## src/lsd_pkg.sv

```systemverilog
// Shared constants for the LED sink shift and latch front end.
// Assumes a single 125 MHz core clock; pins arrive asynchronous to it.
package lsd_pkg;

  // Channel count and shift chain length
  localparam int CHANNELS = 8;

  // Synchroniser depth for pins from the controller
  localparam int SYNC_STAGES = 2;

  // Core clock period in ns (125 MHz)
  localparam int CORE_CLK_PERIOD_NS = 8;

  // Fastest shift clock the controller may use, 20 MHz
  localparam int SHIFT_CLK_MAX_MHZ = 20;

  // Least shift clock period in ns derived from the rate
  localparam int SHIFT_CLK_MIN_PERIOD_NS = 1000 / SHIFT_CLK_MAX_MHZ;

  // Least period in core cycles, rounded up, never below one
  localparam int SHIFT_MIN_CYCLES_RAW =
    (SHIFT_CLK_MIN_PERIOD_NS + CORE_CLK_PERIOD_NS - 1) / CORE_CLK_PERIOD_NS;
  localparam int SHIFT_MIN_CYCLES = (SHIFT_MIN_CYCLES_RAW < 1) ? 1 : SHIFT_MIN_CYCLES_RAW;

  // Width of the spacing counter
  localparam int SPACING_W = 4;

  // Reset values of the data path
  localparam logic [CHANNELS-1:0] SHIFT_RESET = 8'h00;
  localparam logic [CHANNELS-1:0] LATCH_RESET = 8'h00;
  localparam logic [CHANNELS-1:0] SINKS_OFF = 8'h00;

endpackage : lsd_pkg

```

## src/lsd_sync2.sv

```systemverilog
// Two flip-flop synchroniser for a group of asynchronous pins.
// Assumes each bit is an independent level; no bus coherence is promised.
module lsd_sync2 #(
  parameter int WIDTH = 4
) (
  input wire logic i_core_clk,
  input wire logic i_rst_n,
  input wire logic [WIDTH-1:0] i_async,
  output logic [WIDTH-1:0] o_sync
);

  // First stage, read only by the second stage
  logic [WIDTH-1:0] meta;
  logic [WIDTH-1:0] next_meta;
  // Second stage, safe for logic
  logic [WIDTH-1:0] stable;
  logic [WIDTH-1:0] next_stable;

  // Next values of both stages
  always_comb begin
    next_meta = i_async;
    next_stable = meta;
  end

  // Register both stages; reset clears them to a known level
  always_ff @(posedge i_core_clk) begin
    if (!i_rst_n) begin
      meta <= '0;
      stable <= '0;
    end else begin
      meta <= next_meta;
      stable <= next_stable;
    end
  end

  assign o_sync = stable;

endmodule // lsd_sync2

```

## src/lsd_shift_latch.sv

```systemverilog
// LED sink front end: serial shift chain, level latch and output gating.
// Assumes the controller drives shift clock, data, strobe and enable as
// asynchronous pins; all are sampled on the core clock.
// Operation
// - Eight-stage shift chain advances per clock rise
// - First stage loads serial input on rise
// - Last stage drives serial output for cascading
// - Shifting happens on the rising clock edge
// - Latch is level sensitive, strobe controlled only
// - Strobe low: latch holds its stored value
// - Strobe high: latch follows shift chain continuously
// - Enable high turns every sink off
// - Enable low: each sink gated by its bit
// - Latched one turns sink on, zero off
module lsd_shift_latch #(
  parameter int CHANNELS = lsd_pkg::CHANNELS
) (
  input wire logic i_core_clk,
  input wire logic i_rst_n,
  input wire logic i_shift_clk,
  input wire logic i_serial_in,
  input wire logic i_latch_strobe,
  input wire logic i_output_enable_n,
  output logic o_serial_out,
  output logic [CHANNELS-1:0] o_led_sink_outputs,
  output logic o_rate_error
);

  // Pin group order inside the synchroniser
  localparam int PIN_CLK = 0;
  localparam int PIN_DATA = 1;
  localparam int PIN_STROBE = 2;
  localparam int PIN_EN_N = 3;

  // Spacing threshold at counter width
  localparam logic [lsd_pkg::SPACING_W-1:0] MIN_GAP =
    (lsd_pkg::SPACING_W)'(lsd_pkg::SHIFT_MIN_CYCLES);
  // Counter saturation value
  localparam logic [lsd_pkg::SPACING_W-1:0] GAP_MAX = '1;

  // Synchronised pin levels
  logic [3:0] pins_sync;
  logic clk_s;
  logic data_s;
  logic strobe_s;
  logic en_n_s;

  // Delayed shift clock for edge detection
  logic clk_d;
  logic next_clk_d;
  // Rising edge of the shift clock, one cycle wide
  logic shift_rise;

  // Shift chain and its next value
  logic [CHANNELS-1:0] shift_reg;
  logic [CHANNELS-1:0] next_shift_reg;
  // Serial tap register
  logic next_serial_out;

  // Level latch contents
  logic [CHANNELS-1:0] latch_q;
  logic [CHANNELS-1:0] next_latch_q;
  // Gated sink drive
  logic [CHANNELS-1:0] next_sinks;

  // Spacing monitor between shift clock rises
  logic [lsd_pkg::SPACING_W-1:0] gap_cnt;
  logic [lsd_pkg::SPACING_W-1:0] next_gap_cnt;
  logic seen_rise;
  logic next_seen_rise;
  logic next_rate_error;

  // Every pin is asynchronous to the core clock
  lsd_sync2 #(
    .WIDTH(4)
  ) u_pin_sync (
    .i_core_clk(i_core_clk),
    .i_rst_n(i_rst_n),
    .i_async({i_output_enable_n, i_latch_strobe, i_serial_in, i_shift_clk}),
    .o_sync(pins_sync)
  );

  // Split the synchronised group; data and clock share one delay
  always_comb begin
    clk_s = pins_sync[PIN_CLK];
    data_s = pins_sync[PIN_DATA];
    strobe_s = pins_sync[PIN_STROBE];
    en_n_s = pins_sync[PIN_EN_N];
  end

  // Edge detector on the second stage only
  always_comb begin
    next_clk_d = clk_s;
    shift_rise = clk_s & ~clk_d;
  end

  // Shift chain: move up one place per rise, enter new bit at the bottom
  always_comb begin
    next_shift_reg = shift_reg;
    if (shift_rise) begin
      next_shift_reg = {shift_reg[CHANNELS-2:0], data_s};
    end
    // Top stage is the cascade tap
    next_serial_out = next_shift_reg[CHANNELS-1];
  end

  // Latch is a level gate: open while strobe is high, frozen while low.
  // Using the next chain value keeps the outputs in step with the chain
  // instead of trailing by one more cycle.
  always_comb begin
    if (strobe_s) begin
      next_latch_q = next_shift_reg;
    end else begin
      next_latch_q = latch_q;
    end
  end

  // Per-channel AND of latched bits with the inverted enable
  always_comb begin
    next_sinks = next_latch_q & {CHANNELS{~en_n_s}};
  end

  // Spacing counter; a rise sooner than the least period is flagged.
  // Only a diagnostic: shifting still follows the controller.
  always_comb begin
    next_gap_cnt = gap_cnt;
    next_seen_rise = seen_rise;
    next_rate_error = 1'b0;
    if (shift_rise) begin
      // Too close to the previous rise
      if (seen_rise && (gap_cnt < MIN_GAP)) begin
        next_rate_error = 1'b1;
      end
      // Restart the count at one cycle since this rise
      next_gap_cnt = (lsd_pkg::SPACING_W)'(1);
      next_seen_rise = 1'b1;
    end else if (gap_cnt != GAP_MAX) begin
      // Saturate so long pauses never wrap
      next_gap_cnt = gap_cnt + (lsd_pkg::SPACING_W)'(1);
    end
  end

  // Register all state. Reset gives known data only as a convenience; the
  // pins carry no reset, so software must still shift and latch a frame.
  always_ff @(posedge i_core_clk) begin
    if (!i_rst_n) begin
      clk_d <= 1'b0;
      shift_reg <= lsd_pkg::SHIFT_RESET;
      o_serial_out <= 1'b0;
      latch_q <= lsd_pkg::LATCH_RESET;
      o_led_sink_outputs <= lsd_pkg::SINKS_OFF;
      gap_cnt <= '0;
      seen_rise <= 1'b0;
      o_rate_error <= 1'b0;
    end else begin
      clk_d <= next_clk_d;
      shift_reg <= next_shift_reg;
      o_serial_out <= next_serial_out;
      latch_q <= next_latch_q;
      o_led_sink_outputs <= next_sinks;
      gap_cnt <= next_gap_cnt;
      seen_rise <= next_seen_rise;
      o_rate_error <= next_rate_error;
    end
  end

  // Count of rises since reset, saturating, for the full-byte checks
  logic [3:0] rise_count;
  always_ff @(posedge i_core_clk) begin
    if (!i_rst_n) begin
      rise_count <= 4'h0;
    end else if (shift_rise && (rise_count != 4'hf)) begin
      rise_count <= rise_count + 4'h1;
    end
  end
endmodule // lsd_shift_latch

```

## config.mk

```make
export PLATFORM = sky130hd
export DESIGN_NAME = lsd_shift_latch
export DESIGN_NICKNAME = d
export VERILOG_FILES = /design/src/lsd_pkg.sv /design/src/lsd_sync2.sv /design/src/lsd_shift_latch.sv
export SDC_FILE = /design/constraint.sdc
export NUM_CORES = 1
export LEC_CHECK = 0
export BUFFER_PORTS_ARGS = -buffer_cell sky130_fd_sc_hd__buf_2
export CAP_MARGIN = 20
export CORE_MARGIN = 4
export CORE_UTILIZATION = 35
export DETAILED_ROUTE_END_ITERATION = 10
export HOLD_SLACK_MARGIN = 0.02
export PLACE_DENSITY_LB_ADDON = 0.08
export SYNTH_ARGS = -nofsm -noshare
export SYNTH_HDL_FRONTEND = slang
export SYNTH_SLANG_ARGS = --single-unit
```

## constraint.sdc

```tcl
create_clock -name i_core_clk -period 1.2 [get_ports i_core_clk]
set_input_delay 0.24 -clock i_core_clk [delete_from_list [all_inputs] [get_ports i_core_clk]]
set_output_delay 0.24 -clock i_core_clk [all_outputs]
set_load 0.05 [all_outputs]
```

After elaboration in Yosys (flattened, before gate mapping)
Index checks and enable logic that the tools add are counted.
{"block": "op_classes", "eq_ne": 1, "n_mux": 5, "n_lt_le_gt_ge": 1, "reduce_logical": 4, "n_bitwise": 5, "add_sub_neg": 1}
{"operator": "$mux W8", "n": 2}
{"operator": "$and A8 B8 Y8", "n": 1}
{"operator": "$add A4 B1 Y4 const B", "n": 1}
{"operator": "$lt A4 B3 Y1 const B", "n": 1}
{"operator": "$ne A4 B4 Y1 const B", "n": 1}
{"operator": "$mux W1", "n": 3}
{"operator": "$not A1 Y1", "n": 3}
{"operator": "$reduce_and A2 Y1", "n": 1}
{"operator": "$reduce_bool A2 Y1", "n": 1}
{"operator": "$reduce_or A2 Y1", "n": 1}
{"operator": "$and A1 B1 Y1", "n": 1}
{"operator": "$logic_and A1 B1 Y1", "n": 1}
{"block": "word_totals", "ff_bits": 40, "in_bits": 6}

Longest topological paths before layout
{"block": "depth", "word_depth": 5, "ltp_mapped": 4}

Hierarchy
Synthesis repeated with hierarchy kept, for this count alone.
{"block": "hier_totals", "hier_cells": 139, "hier_area_um2": 1408.9}
{"mod": "lsd_shift_latch", "area_per_inst_um2": 1198.6, "instances": 1, "cells_each": 123, "seq_area_each_um2": 620.6}
{"mod": "lsd_sync2", "area_per_inst_um2": 210.2, "instances": 1, "cells_each": 16, "seq_area_each_um2": 160.2}

Worst setup path before layout
Ideal clock, no wire load.
{"block": "synth_timing", "kind": "flip-flop to flip-flop", "startpoint": "register clk_d", "endpoint": "register latch_q[1]", "path_buffers": 1, "path_stages_with_launch": 5, "setup_slack_ns": 0.133, "t_arrival_ns": 0.947, "path_cell_list": "dfxtp_1 -> nand2b_2 -> buf_6 -> a211oi_2 -> nor2_1"}
{"block": "synth_between", "elab_chain_cells": 4}
{"item": "start, declared", "line_no": "lsd_shift_latch.sv:49", "text": "logic clk_d;"}
{"item": "start signal, assigned", "line_no": "lsd_shift_latch.sv:156", "text": "clk_d <= next_clk_d;"}
{"item": "$not A1 Y1", "line_no": "lsd_shift_latch.sv:94", "text": "shift_rise = clk_s & ~clk_d;"}
{"item": "$and A1 B1 Y1", "line_no": "lsd_shift_latch.sv:94"}
{"item": "$mux W8", "line_no": "lsd_shift_latch.sv:100", "text": "if (shift_rise) begin"}
{"item": "$mux W8", "line_no": "lsd_shift_latch.sv:111", "text": "if (strobe_s) begin"}
{"item": "end signal, assigned", "line_no": "lsd_shift_latch.sv:150", "text": "latch_q <= lsd_pkg::LATCH_RESET;"}
{"item": "end signal, assigned", "line_no": "lsd_shift_latch.sv:159", "text": "latch_q <= next_latch_q;"}
{"item": "end, declared", "line_no": "lsd_shift_latch.sv:61", "text": "logic [CHANNELS-1:0] latch_q;"}
Every way passes these cells.
A chain may end at the register's enable or synchronous reset.

Worst setup path in the final report
{"block": "layout_timing", "startpoint": "register u_pin_sync.stable[0], in the netlist u_pin_sync.o_sync[0]", "endpoint": "register latch_q[7]"}
{"block": "layout_between", "elab_chain_cells": 3}
{"item": "start, declared", "line_no": "lsd_sync2.sv:16", "text": "logic [WIDTH-1:0] stable;"}
{"item": "start signal, assigned", "line_no": "lsd_sync2.sv:32", "text": "stable <= next_stable;"}
{"item": "$and A1 B1 Y1", "line_no": "lsd_shift_latch.sv:94"}
{"item": "$mux W8", "line_no": "lsd_shift_latch.sv:100"}
{"item": "$mux W8", "line_no": "lsd_shift_latch.sv:111"}
Every way passes these cells.

==> flow_summary.json <==
{
  "cp.arrival_ns": 1.34,
  "synth_top_area_cell": "dfxtp_1",
  "rsz0062_at_grt": "yes",
  "ant_nets": 0,
  "synth_common_cells": "dfxtp_1, nor2_1, and2_1, o21ai_0",
  "async_flop_share_pct": 0,
  "hp-start": "i_output_enable_n",
  "placed_area_um2": 1580,
  "drt-pass1-iter-count": 5,
  "synth_edf_count": 0,
  "worstMarginPinSlew_ns": 0.478,
  "htree_levels": 2,
  "initial_utilization_pct": 36.1,
  "drive_gt1_share_pct": 28.8,
  "grtUsageMet2_pct": 19.1,
  "stdcell_count": 213,
  "ys_ff_latch": 39,
  "ir_worst_vdd_mv": 0.748,
  "clkLatencyLatePin_ns": 0.29,
  "dp.cells": 205,
  "diodes": 0,
  "grt_first_pass_wirelength_um": 4730,
  "layout.nets": 169,
  "grt_remaining_overflow": 0,
  "grt_usage_pct": 12.1,
  "antenna_found_initial": 0,
  "cp-start-kind": "register",
  "fin_crit_ns": 1.15,
  "cp-end-kind": "register",
  "holdPathEnd": "u_pin_sync.meta[3]",
  "areaGrowthSynthToFinish_pct": 21.6,
  "rrSetupSlack_ns": 0.05,
  "synth_nets": 147,
  "design_area_um2": 1750,
  "route.detailed.wl_per_inst_um": 13.0,
  "synth_area_per_cell_um2": 10.3,
  "path_max_fanout": 9,
  "hpwlAfterDp_um": 1800,
  "drt_iter0_drc": 56,
  "clk_pin_slew_ns": 0.08,
  "io_buffers": 15,
  "netlist_area_um2": 1440,
  "drc": 0,
  "drt-total-wl_um": 2760,
  "grt_pass1_vias": 1018,
  "num_vias": 1032,
  "r2r-end": "latch_q[7]",
  "clock-sinks": 39,
  "crit_required_ns": 1.39,
  "slew_headroom_pct": 68.1,
  "seq_area_frac_synth_pct": 54.4,
  "path_class": "register to register",
  "viasPerCell": 4.85,
  "synth.distinct_cells": 25,
  "clock.fmax_ghz": 0.869,
  "core_um2": 3970,
  "dieArea_um2": 5190,
  "synth_cells": 140,
  "min_period_over_period_pct": 95.9,
  "worstHoldPathCells": 2,
  "reg2reg_depth": 4,
  "grtUsageMet3_pct": 5.40,
  "fin_util_pct": 44.0,
  "finalSetupViolCount": 0,
  "synth_flop_cell": "dfxtp_1",
  "max_cap_violations": 0,
  "status": "complete, no violations",
  "leakage_uw": 0.000749,
  "r2r_start": "u_pin_sync.o_sync[0]",
  "die_w_um": 72.0,
  "grt_util_met1_pct": 14.2,
  "cellPowerDensity_nw_per_um2": 1640,
  "design.portCount": 16,
  "hp-class": "primary input to register",
  "yosysWarnings": 0,
  "cts_hold_buf": 0,
  "grt_max_degree": 20,
  "root_buffer": "clkbuf_8",
  "cts_buffers": 5,
  "postCtsSetupBuffers": 0,
  "synth.most_common_cell": "dfxtp_1",
  "synthTopCellsByArea": "dfxtp_1, and2_1, a211oi_2",
  "clock_path_buffers": 2,
  "grt_busiest_layer": "met2",
  "die_h_um": 72.0,
  "synth.top_cell.area_share_pct": 54.4,
  "tritoncts": "done",
  "fin_worst_skew_ns": 0.00896,
  "maxSlewViolCount": 0,
  "holdWs_ns": 0.151,
  "gp_congestion": 0.695,
  "hold_viol_final": 0,
  "num_rows": 23
}
-- per-stage QoR --
stage	TNS, ns	power (µW)	setup slack [ns]
final	0	2860	0.0490
after CTS	0	2890	0.00232
after global routing	-0.0460	2970	-0.0257
after floorplan	0	1530	0.133
after global placement	-0.0633	1580	-0.0242
after detailed placement	-0.0101	1580	-0.00881
-- critical path, cell delays in order, from the launching register on --
cell	delay, ns
dfxtp_2	0.34
buf_4	0.16
and3b_2	0.24
a211oi_4	0.25
nor2_1	0.07
-- placed cells by master, fill, tap and decap left out --
cell type / instances
a211oi_4: 1
inv_1: 2
clkbuf_8: 5
buf_2: 14
nor4_1: 1
xnor2_1: 1
dfxtp_1: 36
nand2b_4: 1
bufinv_16: 2
o21a_1: 8
a31oi_1: 1
o21ai_0: 16
ha_2: 1
nand3_1: 2
buf_4: 5
mux2i_1: 1
nand2_2: 1
a21boi_0: 2
and3b_2: 3
a211oi_2: 7
and3b_1: 5
nor3b_1: 1
and2_1: 17
buf_6: 2
dfxtp_2: 3
nor2b_2: 1
nand2_1: 2
clkinvlp_4: 1
nor2_1: 19
nor3_1: 2
-- power by group --
part           internal (µW)  total [µW]  switching [µW]
logic                   66.5         190             124
registers               1340        1370            23.0
clock network            829        1300             472
-- logic make-up after synthesis --
group                      count (synthesis)  synth area share, %
AOI/OAI and AO/OA                         35                 18.2
xor gates and xnor gates                   1                0.610
adders and majority gates                  1                0.872
buffers and inverters                      8                 3.31
DFF                                       39                 54.4
muxes                                      1                0.697
and+or+nand+nor                           55                 21.9
-- worst max-delay path by stage --
stage	cells past startpoint	start	end
after global routing	4	u_pin_sync.o_sync[0]	o_led_sink_outputs[7]
after global placement	3	clk_d	o_led_sink_outputs[7]
after floorplan	4	clk_d	latch_q[1]
final	4	u_pin_sync.o_sync[0]	latch_q[7]
after CTS	1	o_serial_out	o_serial_out
after detailed placement	4	clk_d	gap_cnt[2]
-- repair_timing --
action / 4_1_cts / 5_1_grt
endpoints found under the setup margin: 8 / 12
resized for setup: 1 / 10
pin swaps: 0 / 4
-- final cells by class --
class	instances	area (µm²)
Tap cell	50	62.6
Fill cell	395	2230
Clock inverter	3	67.6
Sequential cell	39	785
Multi-Input combinational cell	93	624
Inverter	2	7.51
Timing Repair Buffer	21	130
Clock buffer	5	68.8
-- per-layer routing --
metal / part of all wire, % / up-vias
met3: 3.3 / 4
met4: 1.1 / 0
met1: 47 / 492
met2: 48 / 12
li1: - / 524
met5: 0 / -
Note: power is estimated with default switching activity, not from simulation.
